[src/design/uir_pkg.sv]
// Package with register map, field positions and shared types for the serial infrared data path.
package uir_pkg;
	localparam int unsigned CLK_HZ            = 100_000_000;
	localparam logic [11:0] ADDR_BAUD_HIGH    = 12'h000;
	localparam logic [11:0] ADDR_BAUD_LOW     = 12'h004;
	localparam logic [11:0] ADDR_CTRL_ONE     = 12'h008;
	localparam logic [11:0] ADDR_STATUS_TWO   = 12'h014;
	localparam logic [11:0] ADDR_DATA_HIGH    = 12'h018;
	localparam logic [11:0] ADDR_DATA_LOW     = 12'h01c;
	localparam logic [11:0] ADDR_IR_CTRL      = 12'h020;
	localparam logic [11:0] ADDR_IRQ_STATUS   = 12'h024;
	localparam logic [11:0] ADDR_IRQ_MASK     = 12'h028;
	localparam int          ST2_MAP_BIT       = 7;
	localparam int          ST2_TXINV_BIT     = 4;
	localparam int          ST2_RXINV_BIT     = 3;
	localparam int          ST2_LBRK_BIT      = 2;
	localparam int          ST2_SWDIR_BIT     = 1;
	localparam int          ST2_RXACT_BIT     = 0;
	localparam logic [7:0]  ST2_WRITE_MASK    = 8'h9e;
	localparam int          DH_RX9_BIT        = 7;
	localparam int          DH_TX9_BIT        = 6;
	localparam int          CR1_LOOP_BIT      = 7;
	localparam int          CR1_SWIRE_BIT     = 5;
	localparam int          CR1_NINE_BIT      = 4;
	localparam int          CR1_TXEN_BIT      = 3;
	localparam int          CR1_RXEN_BIT      = 2;
	localparam int          CR1_BRK_BIT       = 1;
	localparam int          IRC_EN_BIT        = 2;
	localparam int          IRQ_RX_BIT        = 0;
	localparam int          IRQ_TX_BIT        = 1;
	localparam int          IRQ_IDLE_BIT      = 2;
	localparam int          IRQ_FERR_BIT      = 3;
	localparam int          IRQ_W             = 4;
	localparam logic [3:0]  OVS               = 4'hf;
	localparam logic [3:0]  RX_FIRST_SLOT     = 4'h1;
	localparam logic [3:0]  RX_MID_SLOT       = 4'h8;
	localparam logic [3:0]  TX_LOAD_SLOT      = 4'h9;
	localparam logic [3:0]  FRAME_BITS_8      = 4'ha;
	localparam logic [3:0]  FRAME_BITS_9      = 4'hb;
	localparam logic [3:0]  BREAK_EXTRA       = 4'h3;
	localparam logic [4:0]  IR_HALF_BIT       = 5'h10;
	localparam int          IR_MIN_BPS        = 2400;
	localparam int          IR_MAX_BPS        = 115200;
	localparam logic [12:0] BAUD_RESET_DIV    = 13'h0004;
	typedef enum logic [1:0] {
		UIR_PW_3_16 = 2'h0,
		UIR_PW_1_16 = 2'h1,
		UIR_PW_1_32 = 2'h2,
		UIR_PW_1_4  = 2'h3
	} uir_pw_e;
	typedef enum logic [1:0] {
		UIR_TX_IDLE  = 2'h0,
		UIR_TX_SHIFT = 2'h1,
		UIR_TX_BREAK = 2'h3
	} uir_tx_e;
	typedef struct packed {
		logic       valid;
		logic       ninth;
		logic [7:0] data;
	} uir_word_s;
endpackage

[src/design/uir_data_path.sv]
// Serial data path with status register two, data registers and infrared encoder and decoder.
`timescale 1ns/100ps
// Operation
// - Offsets zero to two show baud and control, or alternate set when map bit set.
// - Transmit invert bit flips sent line levels.
// - Receive invert bit flips received levels in both line formats.
// - Long break select stretches sent breaks to 13 or 14 bits only.
// - In single-wire mode the direction bit makes the transmit pin drive or listen.
// - Receiver active flag sets on zero in first sample slot, clears on idle.
// - Data registers read receive buffer, writes load transmit buffer, ninth received bit read only.
// - Received ninth bit lands in high register bit 7, rest in low register.
// - High register bit 6 is sent as ninth bit until software rewrites it.
// - Transmitter and receiver run independently from one shared baud generator.
// - Infrared coding is meant for rates from 2.4 to 115.2 kbit/s.
// - Each zero bit of a data frame gives one centred pulse of selectable width; ones and break bits give none.
// - Encoder pulses high on low idle, or low on high idle when inverted.
// - Decoder stretches pulses into zeros, expecting polarity set by receive invert.
// - Core gives 16x and 32x clocks; transmit uses both, decoder only 16x.
// - Frames hold start, eight or nine data bits and stop: 10 or 11 bits.
// - A 13-bit modulus counter makes the 16x clock; divided by sixteen it paces transmit.
module uir_data_path
	import uir_pkg::*;
#(
	parameter int unsigned IDLE_BITS = 10
) (
	input  wire logic        core_clk_i,
	input  wire logic        rst_b_i,
	input  wire logic        psel_i,
	input  wire logic        penable_i,
	input  wire logic        pwrite_i,
	input  wire logic [11:0] paddr_i,
	input  wire logic [31:0] pwdata_i,
	input  wire logic [3:0]  pstrb_i,
	output logic      [31:0] prdata_o,
	output logic             pready_o,
	output logic             pslverr_o,
	input  wire logic        rxd_i,
	input  wire logic        txd_pin_i,
	output logic             txd_o,
	output logic             txd_oe_b_o,
	output logic             irq_o
);
	logic [12:0] baud_div;
	logic [7:0]  ctrl_one;
	logic [7:0]  alt_ctrl_one;
	logic [7:0]  alt_ctrl_two;
	logic [7:0]  status_two;
	logic        tx_ninth_bit;
	logic [7:0]  tx_buf;
	logic        tx_buf_full;
	uir_word_s   rx_word;
	logic [2:0]  ir_ctrl;
	logic [IRQ_W-1:0] irq_stat;
	logic [IRQ_W-1:0] irq_mask;
	logic [12:0] baud_cnt;
	logic        tick16;
	logic        tick32;
	logic        tx_line;
	logic [3:0]  idle_need;
	logic [2:0]  rx_sync;
	logic        rx_line;
	logic        rx_bit;
	logic [3:0]  ir_stretch;
	logic        rx_busy;
	logic [3:0]  rx_slot;
	logic [3:0]  rx_idx;
	logic [9:0]  rx_shift;
	logic [3:0]  idle_cnt;
	logic        idle_seen;
	logic [3:0]  tx_slot;
	logic [4:0]  tx_sub;
	logic [3:0]  tx_idx;
	logic [3:0]  tx_len;
	logic [10:0] tx_shift;
	logic        tx_bit;
	uir_tx_e     tx_state;
	logic [2:0]  tsync;
	logic        apb_wr;
	logic        apb_rd;
	logic        nine;
	logic        tx_inv;
	logic        rx_inv;
	logic        ir_en;
	logic        ir_pulse;
	logic        rx_done;
	logic        tx_load;
	logic        rx_ferr;
	logic [7:0]  next_byte;
	assign apb_wr   = psel_i && penable_i && pwrite_i;
	assign apb_rd   = psel_i && penable_i && !pwrite_i;
	assign nine     = ctrl_one[CR1_NINE_BIT];
	assign tx_inv   = status_two[ST2_TXINV_BIT];
	assign rx_inv   = status_two[ST2_RXINV_BIT];
	assign ir_en    = ir_ctrl[IRC_EN_BIT];
	assign next_byte = pwdata_i[7:0];
	assign idle_need = 4'(IDLE_BITS) + {3'h0, nine};

	function automatic logic hit(input logic [11:0] a, input logic [11:0] reg_addr);
		return (a == reg_addr);
	endfunction

	function automatic logic [4:0] pulse_half(input logic [1:0] pw);
		case (pw)
			UIR_PW_1_32: pulse_half = 5'h00;
			UIR_PW_1_16: pulse_half = 5'h01;
			UIR_PW_3_16: pulse_half = 5'h03;
			UIR_PW_1_4:  pulse_half = 5'h04;
			default:     pulse_half = 5'h03;
		endcase
	endfunction

	// Register writes, byte lane zero carries the eight-bit registers.
	always_ff @(posedge core_clk_i) begin
		if (!rst_b_i) begin
			baud_div     <= BAUD_RESET_DIV;
			ctrl_one     <= 8'h00;
			alt_ctrl_one <= 8'h00;
			alt_ctrl_two <= 8'h00;
			status_two[7:1] <= 7'h00;
			tx_ninth_bit <= 1'b0;
			ir_ctrl      <= 3'h0;
			irq_mask     <= '0;
		end else if (apb_wr && pstrb_i[0]) begin
			if (status_two[ST2_MAP_BIT]) begin
				if (hit(paddr_i, ADDR_BAUD_LOW)) alt_ctrl_one <= next_byte;
				if (hit(paddr_i, ADDR_CTRL_ONE)) alt_ctrl_two <= next_byte;
			end else begin
				if (hit(paddr_i, ADDR_BAUD_HIGH)) baud_div[12:8] <= next_byte[4:0];
				if (hit(paddr_i, ADDR_BAUD_LOW)) baud_div[7:0] <= next_byte;
				if (hit(paddr_i, ADDR_CTRL_ONE)) ctrl_one <= next_byte;
			end
			if (hit(paddr_i, ADDR_STATUS_TWO)) status_two[7:1] <= next_byte[7:1] & ST2_WRITE_MASK[7:1];
			if (hit(paddr_i, ADDR_DATA_HIGH)) tx_ninth_bit <= next_byte[DH_TX9_BIT];
			if (hit(paddr_i, ADDR_IR_CTRL)) ir_ctrl <= next_byte[2:0];
			if (hit(paddr_i, ADDR_IRQ_MASK)) irq_mask <= next_byte[IRQ_W-1:0];
		end
	end

	// Receiver active flag lives in bit zero of status two.
	always_ff @(posedge core_clk_i) begin
		if (!rst_b_i) begin
			status_two[ST2_RXACT_BIT] <= 1'b0;
		end else if (tick16 && !rx_busy && rx_bit == 1'b0 && ctrl_one[CR1_RXEN_BIT]) begin
			status_two[ST2_RXACT_BIT] <= 1'b1;
		end else if (idle_seen) begin
			status_two[ST2_RXACT_BIT] <= 1'b0;
		end
	end

	// Shared baud generator: 16x tick, and a 32x tick at its half period.
	always_ff @(posedge core_clk_i) begin
		if (!rst_b_i) begin
			baud_cnt <= 13'h0001;
			tick16   <= 1'b0;
			tick32   <= 1'b0;
		end else if (baud_div == 13'h0000) begin
			tick16 <= 1'b0;
			tick32 <= 1'b0;
		end else begin
			tick16 <= (baud_cnt >= baud_div);
			tick32 <= (baud_cnt >= baud_div) || (baud_cnt == {1'b0, baud_div[12:1]});
			baud_cnt <= (baud_cnt >= baud_div) ? 13'h0001 : baud_cnt + 13'h0001;
		end
	end

	// Receive pin synchroniser; a change counts once stages two and three agree.
	always_ff @(posedge core_clk_i) begin
		if (!rst_b_i) begin
			rx_sync <= 3'h7;
			tsync   <= 3'h7;
			rx_line <= 1'b1;
			tx_line <= 1'b1;
		end else begin
			rx_sync <= {rx_sync[1:0], rxd_i};
			tsync   <= {tsync[1:0], txd_pin_i};
			if (rx_sync[2] == rx_sync[1]) rx_line <= rx_sync[2];
			if (tsync[2] == tsync[1]) tx_line <= tsync[2];
		end
	end

	// Decoder stretches a pulse to a full bit of 16x ticks.
	always_ff @(posedge core_clk_i) begin
		if (!rst_b_i) begin
			ir_stretch <= 4'h0;
		end else if ((rx_line ^ rx_inv) && ir_en) begin
			ir_stretch <= OVS;
		end else if (tick16 && ir_stretch != 4'h0) begin
			ir_stretch <= ir_stretch - 4'h1;
		end
	end

	always_comb begin
		if (ctrl_one[CR1_LOOP_BIT]) rx_bit = tx_bit;
		else if (ctrl_one[CR1_SWIRE_BIT] && !status_two[ST2_SWDIR_BIT]) rx_bit = (tx_line ^ rx_inv);
		else if (ir_en) rx_bit = !((rx_line ^ rx_inv) || ir_stretch != 4'h0);
		else rx_bit = rx_line ^ rx_inv;
	end

	// Receiver: start search, mid-bit sampling, ten or eleven bit frames.
	always_ff @(posedge core_clk_i) begin
		if (!rst_b_i) begin
			rx_busy   <= 1'b0;
			rx_slot   <= 4'h0;
			rx_idx    <= 4'h0;
			rx_shift  <= 10'h000;
			rx_done   <= 1'b0;
			rx_ferr   <= 1'b0;
			idle_cnt  <= 4'h0;
			idle_seen <= 1'b0;
		end else begin
			rx_done   <= 1'b0;
			rx_ferr   <= 1'b0;
			idle_seen <= 1'b0;
			if (tick16 && ctrl_one[CR1_RXEN_BIT]) begin
				if (!rx_busy) begin
					if (!rx_bit) begin
						rx_busy  <= 1'b1;
						rx_slot  <= RX_FIRST_SLOT;
						rx_idx   <= 4'h0;
						idle_cnt <= 4'h0;
					end else begin
						rx_slot <= rx_slot + 4'h1;
						if (rx_slot == OVS) begin
							idle_cnt <= (idle_cnt == OVS) ? idle_cnt : idle_cnt + 4'h1;
							if (idle_cnt == idle_need - 4'h1) idle_seen <= 1'b1;
						end
					end
				end else begin
					rx_slot <= rx_slot + 4'h1;
					if (rx_slot == RX_MID_SLOT - 4'h1) begin
						if (rx_idx == 4'h0 && rx_bit) begin
							rx_busy <= 1'b0;
						end else if (rx_idx == (nine ? FRAME_BITS_9 : FRAME_BITS_8) - 4'h1) begin
							rx_busy <= 1'b0;
							rx_done <= 1'b1;
							rx_ferr <= !rx_bit;
						end else begin
							rx_shift <= {rx_bit, rx_shift[9:1]};
						end
						rx_idx <= rx_idx + 4'h1;
					end
				end
			end
		end
	end

	// Receive buffer holds the last frame with its ninth bit.
	always_ff @(posedge core_clk_i) begin
		if (!rst_b_i) begin
			rx_word <= '0;
		end else if (rx_done) begin
			rx_word.valid <= 1'b1;
			rx_word.ninth <= nine ? rx_shift[9] : 1'b0;
			rx_word.data  <= nine ? rx_shift[8:1] : rx_shift[9:2];
		end else if (apb_rd && hit(paddr_i, ADDR_DATA_LOW)) begin
			rx_word.valid <= 1'b0;
		end
	end

	// Transmit buffer: low register write queues the frame.
	always_ff @(posedge core_clk_i) begin
		if (!rst_b_i) begin
			tx_buf      <= 8'h00;
			tx_buf_full <= 1'b0;
		end else if (apb_wr && pstrb_i[0] && hit(paddr_i, ADDR_DATA_LOW)) begin
			tx_buf      <= next_byte;
			tx_buf_full <= 1'b1;
		end else if (tx_load) begin
			tx_buf_full <= 1'b0;
		end
	end

	assign tx_load = (tx_state == UIR_TX_IDLE) && tx_buf_full && tick16 && ctrl_one[CR1_TXEN_BIT] && tx_slot == OVS;

	// Transmitter paced by 16x tick divided by sixteen.
	always_ff @(posedge core_clk_i) begin
		if (!rst_b_i) begin
			tx_state <= UIR_TX_IDLE;
			tx_slot  <= 4'h0;
			tx_idx   <= 4'h0;
			tx_len   <= FRAME_BITS_8;
			tx_shift <= 11'h7ff;
		end else if (tick16) begin
			tx_slot <= tx_slot + 4'h1;
			case (tx_state)
				UIR_TX_IDLE: begin
					if (tx_load) begin
						tx_state <= UIR_TX_SHIFT;
						tx_idx   <= 4'h0;
						tx_len   <= nine ? FRAME_BITS_9 : FRAME_BITS_8;
						tx_shift <= nine ? {1'b1, tx_ninth_bit, tx_buf, 1'b0} : {2'b11, tx_buf, 1'b0};
					end else if (tx_slot == OVS && ctrl_one[CR1_BRK_BIT] && ctrl_one[CR1_TXEN_BIT]) begin
						tx_state <= UIR_TX_BREAK;
						tx_idx   <= 4'h0;
						tx_len   <= (nine ? FRAME_BITS_9 : FRAME_BITS_8)
							+ (status_two[ST2_LBRK_BIT] ? BREAK_EXTRA : 4'h0);
						tx_shift <= 11'h000;
					end
				end
				UIR_TX_SHIFT, UIR_TX_BREAK: begin
					if (tx_slot == OVS) begin
						tx_shift <= {1'b1, tx_shift[10:1]};
						tx_idx   <= tx_idx + 4'h1;
						if (tx_idx == tx_len - 4'h1) tx_state <= UIR_TX_IDLE;
					end
				end
				default: tx_state <= UIR_TX_IDLE;
			endcase
		end
	end

	assign tx_bit = (tx_state == UIR_TX_IDLE) ? 1'b1 : (tx_state == UIR_TX_BREAK) ? 1'b0 : tx_shift[0];

	// Pulse position counter in 32x steps within each bit.
	always_ff @(posedge core_clk_i) begin
		if (!rst_b_i) begin
			tx_sub <= 5'h00;
		end else if (tick16 && tx_slot == OVS) begin
			tx_sub <= 5'h00;
		end else if (tick32) begin
			tx_sub <= tx_sub + 5'h01;
		end
	end

	always_comb begin
		ir_pulse = (tx_bit == 1'b0) && (tx_state == UIR_TX_SHIFT) && (tx_sub >= IR_HALF_BIT - pulse_half(ir_ctrl[1:0]))
			&& (tx_sub <= IR_HALF_BIT + pulse_half(ir_ctrl[1:0]) - ((ir_ctrl[1:0] == UIR_PW_1_32) ? 5'h00 : 5'h01));
	end

	// Pin drive: polarity, infrared coding and single-wire direction.
	always_ff @(posedge core_clk_i) begin
		if (!rst_b_i) begin
			txd_o      <= 1'b1;
			txd_oe_b_o <= 1'b0;
		end else begin
			if (ir_en) txd_o <= ir_pulse ^ tx_inv;
			else txd_o <= tx_bit ^ tx_inv;
			txd_oe_b_o <= ctrl_one[CR1_SWIRE_BIT] && !status_two[ST2_SWDIR_BIT];
		end
	end

	// Sticky interrupt status, cleared by writing one; a set wins over a clear.
	always_ff @(posedge core_clk_i) begin
		if (!rst_b_i) begin
			irq_stat <= '0;
			irq_o    <= 1'b0;
		end else begin
			irq_stat <= (irq_stat & ~((apb_wr && pstrb_i[0] && hit(paddr_i, ADDR_IRQ_STATUS)) ? next_byte[IRQ_W-1:0] : '0))
				| {rx_ferr, idle_seen, tx_load, rx_done};
			irq_o    <= |(irq_stat & irq_mask);
		end
	end

	// APB answer, zero wait states; unmapped reads give zero with an error.
	always_ff @(posedge core_clk_i) begin
		if (!rst_b_i) begin
			prdata_o  <= 32'h0000_0000;
			pready_o  <= 1'b0;
			pslverr_o <= 1'b0;
		end else begin
			pready_o  <= psel_i && !penable_i;
			pslverr_o <= 1'b0;
			prdata_o  <= 32'h0000_0000;
			if (psel_i && !penable_i) begin
				case (paddr_i)
					ADDR_BAUD_HIGH: prdata_o[7:0] <= status_two[ST2_MAP_BIT] ? {4'h0, irq_stat} : {3'h0, baud_div[12:8]};
					ADDR_BAUD_LOW:  prdata_o[7:0] <= status_two[ST2_MAP_BIT] ? alt_ctrl_one : baud_div[7:0];
					ADDR_CTRL_ONE:  prdata_o[7:0] <= status_two[ST2_MAP_BIT] ? alt_ctrl_two : ctrl_one;
					ADDR_STATUS_TWO: prdata_o[7:0] <= status_two;
					ADDR_DATA_HIGH: prdata_o[7:0] <= {rx_word.ninth, tx_ninth_bit, 6'h00};
					ADDR_DATA_LOW:  prdata_o[7:0] <= rx_word.data;
					ADDR_IR_CTRL:   prdata_o[7:0] <= {5'h00, ir_ctrl};
					ADDR_IRQ_STATUS: prdata_o[7:0] <= {4'h0, irq_stat};
					ADDR_IRQ_MASK:  prdata_o[7:0] <= {4'h0, irq_mask};
					default:        pslverr_o <= 1'b1;
				endcase
			end
		end
	end
endmodule // uir_data_path

[config.mk]
export PLATFORM = sky130hd
export DESIGN_NAME = uir_data_path
export DESIGN_NICKNAME = d
export VERILOG_FILES = /design/src/design/uir_pkg.sv /design/src/design/uir_data_path.sv
export SDC_FILE = /design/constraint.sdc
export NUM_CORES = 1
export LEC_CHECK = 0
export ABC_AREA = 0
export BUFFER_PORTS_ARGS = -buffer_cell sky130_fd_sc_hd__buf_2
export CELL_PAD_IN_SITES_DETAIL_PLACEMENT = 0
export CELL_PAD_IN_SITES_GLOBAL_PLACEMENT = 1
export CORE_MARGIN = 4
export CORE_UTILIZATION = 40
export DETAILED_ROUTE_END_ITERATION = 12
export PLACE_DENSITY = 0.69
export RECOVER_POWER = 100
export SLEW_MARGIN = 15
export SYNTH_ARGS = -nofsm -noshare
export SYNTH_HDL_FRONTEND = slang
export SYNTH_SLANG_ARGS = --single-unit
[constraint.sdc]
create_clock -name core_clk_i -period 7 [get_ports core_clk_i]
set_input_delay 0 -clock core_clk_i [delete_from_list [all_inputs] [get_ports core_clk_i]]
set_output_delay 0 -clock core_clk_i [all_outputs]
set_load 0.01 [all_outputs]
# After elaboration in Yosys (flattened, before gate mapping)
# Index checks and enable logic that the tools add are counted.
totals:
  regBits: 193
  latch_bits: 0
  ramBits: 0
  romBits: 0
  input_bits: 55
  output_inout_bits: 37
  elab_cells: 233
  memories: 0
op_classes:
  add_sub_neg: 16
  n_mul: 0
  n_div: 0
  order_cmp: 3
  eq_ne: 30
  shifts: 0
  muxes: 56
  bitwise: 18
  reduce_logical: 66
ops:
  columns: ["op", "n"]
  rows:
  - ["one-hot mux 8 bit (9 select lines)", 1]
  - ["two-way mux 4 bit", 16]
  - ["equality test 12 x 5 -> 1 bit (second input constant)", 3]
  - ["equality test 12 x 6 -> 1 bit (second input constant)", 3]
  - ["two-way mux 11 bit", 3]
  - ["logical AND 1 bit", 24]
  - ["two-way mux 8 bit", 3]
  - ["one-hot mux 11 bit (2 select lines)", 1]
  - ["two-way mux 1 bit", 21]
  - ["AND reduction 3 bit", 7]
  - ["adder 4 x 1 -> 4 bit (second input constant)", 5]
  - ["one-hot mux 5 bit (4 select lines)", 1]
  - ["subtractor 4 x 1 -> 4 bit (second input constant)", 4]
  - ["adder 13 x 1 -> 13 bit (second input constant)", 1]
  - ["equality test 13 x 12 -> 1 bit", 1]
  - ["greater-or-equal comparator 13 bit", 1]
  - ["logical NOT 13 bit", 1]
  - ["two-way mux 13 bit", 1]
  - ["equality test 12 x 3 -> 1 bit (second input constant)", 1]
  - ["equality test 12 x 4 -> 1 bit (second input constant)", 1]
  - ["equality test 4 bit", 3]
  - ["equality test 4 bit (second input constant)", 3]
  - ["logical NOT 12 bit", 1]
  - ["AND reduction 4 bit", 3]
  - ["38 further kinds", 80]

# Longest topological paths before layout
depth:
  depth_word: 10
  ltp_mapped: 10
  depth_no_buf: 10

# Worst setup path before layout
# OpenSTA, ideal clock, no wires.
synth_path:
  kind: "register -> register"
  start: "reg ir_ctrl[0]"
  end: "reg txd_o"
  arrival_time_ns: 2.075
  t_required_ns: 6.879
  setup_slack_ns: 4.804
  stages_incl_launch_ff: 9
  period_less_slack_ns: 2.196
  cell_sequence: "dfxtp_1 > inv_1 > ha_1 > ha_1 > nor2b_1 > o311ai_0 > nand2_1 > a221oi_1 > mux2_2"
synth_between:
  elab_chain_cells: 8
  elab_cells_between_ends: 15
synth_lines:
  columns: ["item", "line_no", "text"]
  rows:
  - ["start, declared", "uir_data_path.sv:52", "logic [2:0] ir_ctrl;"]
  - ["start signal, assigned", "uir_data_path.sv:134", "if (hit(paddr_i, ADDR_IR_CTRL)) ir_ctrl <= next_byte[2:0];"]
  - ["equality test 2 bit, or another cell as far along", "uir_data_path.sv:103", "case (pw)"]
  - ["one-hot mux 5 bit (4 select lines)", "uir_data_path.sv:103", null]
  - ["adder 5 bit or subtractor 5 bit (tied branches)", "uir_data_path.sv:327, uir_data_path.sv:326", null]
  - ["subtractor 5 x 1 -> 5 bit or greater-or-equal comparator 5 bit (tied branches)", "uir_data_path.sv:327, uir_data_path.sv:326", null]
  - ["<= comparator 5 bit or logical AND 1 bit (tied branches)", "uir_data_path.sv:327, uir_data_path.sv:326", null]
  - ["logical AND 1 bit *", "uir_data_path.sv:327", "&& (tx_sub <= IR_HALF_BIT + pulse_half(ir_ctrl[1:0]) - ((ir_ctrl[1:0] == UIR_PW_1_32) ? 5'h00 : 5'h01));"]
  - ["bitwise XOR 1 bit *", "uir_data_path.sv:336", "if (ir_en) txd_o <= ir_pulse ^ tx_inv;"]
  - ["two-way mux 1 bit *", "uir_data_path.sv:336", null]
  - ["end signal, assigned", "uir_data_path.sv:336", null]
  - ["end signal, assigned", "uir_data_path.sv:337", "else txd_o <= tx_bit ^ tx_inv;"]
  - ["end, declared", "uir_data_path.sv:39", "output logic txd_o,"]
# Mark *: on every way between the ends. The rest lies on a longest branch, timed or not. The select of a mux whose other input is x is not followed.
# A chain may end at the register's enable or synchronous reset.

# Worst setup path after layout
layout_path:
  start: "reg status_two[7]"
  end: "reg ctrl_one[7]"
layout_between:
  elab_chain_cells: 2
layout_lines:
  columns: ["item", "line_no", "text"]
  rows:
  - ["start, declared", "uir_data_path.sv:47", "logic [7:0] status_two;"]
  - ["start signal, assigned", "uir_data_path.sv:132", "if (hit(paddr_i, ADDR_STATUS_TWO)) status_two[7:1] <= next_byte[7:1] & ST2_WRITE_MASK[7:1];"]
  - ["NOT 1 bit (no line)", null, null]
  - ["AND reduction 3 bit (no line)", null, null]
  - ["end signal, assigned", "uir_data_path.sv:130", "if (hit(paddr_i, ADDR_CTRL_ONE)) ctrl_one <= next_byte;"]
  - ["end, declared", "uir_data_path.sv:44", "logic [7:0] ctrl_one;"]
# Every way passes these cells.

==> summary.md <==
| Metric | Value |
|---|---|
| Area leader, netlist | dfxtp_1 |
| Leakage power | 3.372 nW |
| Commonest non-fill, non-tap cell in the layout | dfxtp_1 |
| Worst IR drop on VDD | 0.1616 mV |
| CP Launch Point | status_two[7]$_SDFFE_PN0P_ |
| Final WL | 21.07 mm |
| Area grow syn2layout | 10.31% |
| Avg WL per Cell | 16.91 um |
| Resize count post-CTS | 0 |
| Main synth FF type | dfxtp_1 |
| Total Die Area | 23380 um^2 |
| Placed cell areas | just under 9000 um^2 |
| DRC | 0 |
| CP max stage delay | 1.90 ns |
| Maximum number of pins on one net before global-route repair | between 50 and 60 |
| CP max stage cell | nor4_1 |
| Fin crit share | 0.5110 |
| Starting density of the core | 0.4111 |
| Core area | 20430 um^2 |
| RSZ-0062 raised after global routing | no |
| Register area share after synthesis | 0.3981 |
| Final cell count without fillers | 1246 |
| Count of different cell masters after synthesis | 61 |
| Crit end category | flop |
| Clock slew at reported path FFs | 0.07 ns |
| Final setup viols | 0 |
| Synth Instances | 940 |
| Delay-heaviest family, CP | simple AND/OR/NAND/NOR gates |
| Drt via density | 5.299 |
| Clk root buf | clkbuf_16 |
| Initial antenna violation count | 0 |
| Fin area | 9264 um^2 |
| Max_cap viols | 4 |
| Gr usage total | 0.1783 |
| # Post-CTS Setup Buffers | 0 |
| Setup Crit Path Kind | reg2reg |
| Critical hold path startpoint | pwdata_i[1] |
| Most frequent cells in the layout | 167 x dfxtp_1, 125 x nor2_1, 83 x mux2i_1 |
| Placed Cells | approximately 1.2k |
| Port Buf Inserts | 40 |
| Gr ovfl total | 0 |
| I/O Pins | 92 |
| Post-synthesis cell area | around 8400 um^2 |
| Crit path DAT | 3.79 ns |
| Worst Tran Pin Value | roughly 2.5 ns |
| EDFF count, synth | 0 |
| Die Ht | 152.9 um |
| Post-route antenna net violation count | 0 |
| First-pass GRT wire length | 33.69 mm |
| Vias | approximately 6.6k |
| Skew final | about 0.011 ns |
| Final Hold Vio Count | 0 |
| Worst skew pair latency | approximately 0.43 ns |
| Buf/Inv on CP | 0 |
| Post-synth top area share | 0.3981 |
| Horiz. Die Dim | ~150 um |
| Worst setup margin | 3.423 ns |
| Hold Crit Class | in2reg |
| Async SR Flop Fraction | 0 |
| Clk buf depth | 2 |
| Reg2reg start | status_two[7]$_SDFFE_PN0P_ |
| TNS Setup | 0 ns |
| Worst Path Required | 7.21 ns |
| P per Cell Area | 229.2 nW/um^2 |
| Synth Warn # | 0 |
| Tot Pwr | 2.123 mW |
| Register bit total from synthesis | 167 |
| Maximum clock rate | 279.6 MHz |
| Worst relative slew slack | -0.6708 |
| Worst-path maximum fanout | 15 |
| Number of global-route vias before repair | roughly 6.1k |
| Crit path time final | 3.577 ns |
| Violated checks | capacitance limit, slew limit |
| DP Worst Slack | between 4 and 5 ns |
| H-tree levels | 4 |
| Share of layout cells above drive strength 1 | 0.07684 |
| Slew Viols, Final | 79 |
| # diodes | 0 |
| Gpl congestion | a little under 0.9 |
| Post-DP HPWL | 14.72 mm |
| DRT iter0 DRCs | ~500 |
| Syn_area_per_cell | 8.934 um^2 |
| TritonCTS buffer count | 17 |
| FP Rows | 52 |
| Clock tree sinks | 167 |
| Status | finished, violations left |
| CTS tree | done |
| Pre-antenna DRT Iters | 5 |
| Layout net count | 1058 |
| Critical path cell sequence | or3_1 > nor4_1 > mux2i_1 > nor2_1 |
| Setup crit start kind | flop |
| Synth top area cells | dfxtp_1 40%, mux2i_1 9.9%, ha_1 6.0%, nor2_1 5.6%, xor2_1 3.1% |
==> worst min-delay path, cell delays in order <==
cell     delay (ns)
buf_2          0.19
mux2i_1        0.16
nor2_1         0.05
==> layer usage <==
layer | vias to the layer above | GRT usage | wire (um)
li1 | 3314 | - | -
met1 | 3126 | 0.2636 | 10460
met2 | 139 | 0.2677 | 9285
met3 | 23 | 0.03195 | 997
met4 | 0 | 0.04879 | 323
met5 | - | 0 | 0
==> sequential cells by signal (all words and copies together), names as in the netlist, 5 cells and up <==
| signal | count |
|---|---|
| rx_word | 9 |
| tx_shift | 11 |
| alt_ctrl_two | 8 |
| prdata_o | 8 |
| rx_shift | 9 |
| ctrl_one | 8 |
| tx_sub | 5 |
| baud_div | 13 |
| tx_buf | 8 |
| status_two | 5 |
| baud_cnt | 13 |
| alt_ctrl_one | 8 |
==> through the flow <==
step / utilization / hold WS [ns]
after floorplan: - / 0.09639
after global placement: 0.4245 / 0.1928
after detailed placement: 0.4245 / 0.1940
after CTS: 0.4587 / 0.006421
after global routing: 0.4535 / 0.01052
final: 0.4535 / 0.01685
==> logic make-up (layout without fill, tap and decap cells) <==
family          count (synthesis)  after routing  share of synthesized area
flops                         167            167                     0.3981
simple gates                  340            340                     0.2083
xor+xnor                       45             45                    0.04693
compound gates                148            148                     0.1176
buf+inv                       109            121                    0.06168
other cells                     2             26                  0.0008943
mux                            89             89                     0.1070
fa+ha+maj                      40             40                    0.05959
==> final timing paths <==
check,cells past startpoint,slack [ns],end
worst max-delay path,4,3.42,ctrl_one[7]$_SDFFE_PN0P_
worst min-delay path,3,0.02,tx_buf[1]$_SDFFE_PN0P_
worst max register to register,4,3.42,ctrl_one[7]$_SDFFE_PN0P_
worst min register to register,1,0.40,tsync[1]$_SDFF_PN1_
==> what timing repair did <==
action                                  CTS  global route
hold endpoints to repair                 30             0
endpoints found under the setup margin    0             0
hold buffers                              9             0
==> layout make-up <==
cell class                 count  area, um^2
fill                        2066       11170
multi-input combinational    688        4541
sequential                   167        3343
clock buffer                  20       466.7
tap                          270       337.8
timing repair buffer          53       300.3
clock inverter                12       140.1
inverter                      36       135.1
==> Yosys cell counts, types with 4 or more instances <==
cell and count:
a31oi_1 15, inv_1 35, o21a_1 7, nor2_1 125, nand4_1 18, a22oi_1 20
ha_1 40, buf_4 25, nand2b_1 15, mux2i_1 83, xor2_1 30, xnor2_1 15
o31ai_1 4, o21ai_0 18, nor4_1 13, buf_2 6, and3_1 8, a221oi_1 4
nor3b_1 6, clkbuf_1 32, nand2_1 68, a21boi_0 4, o22ai_1 5, and2_1 5
and4_1 4, nand3_1 22, buf_1 9, or4_1 6, mux2_2 6, a21oi_1 31
nor4_4 5, nor2b_1 12, a211oi_1 13, nor3_1 13, o211ai_1 11, dfxtp_1 167
==> power by group <==
part | internal (mW) | total [mW] | switching [mW] | leakage, nW
registers | 0.970 | 1.00 | 0.0337 | 1.35
clock network | 0.558 | 0.965 | 0.407 | 0.278
logic | 0.0582 | 0.155 | 0.0963 | 1.75
total | 1.59 | 2.12 | 0.537 | 3.37
(Power assumes the default switching activity.)
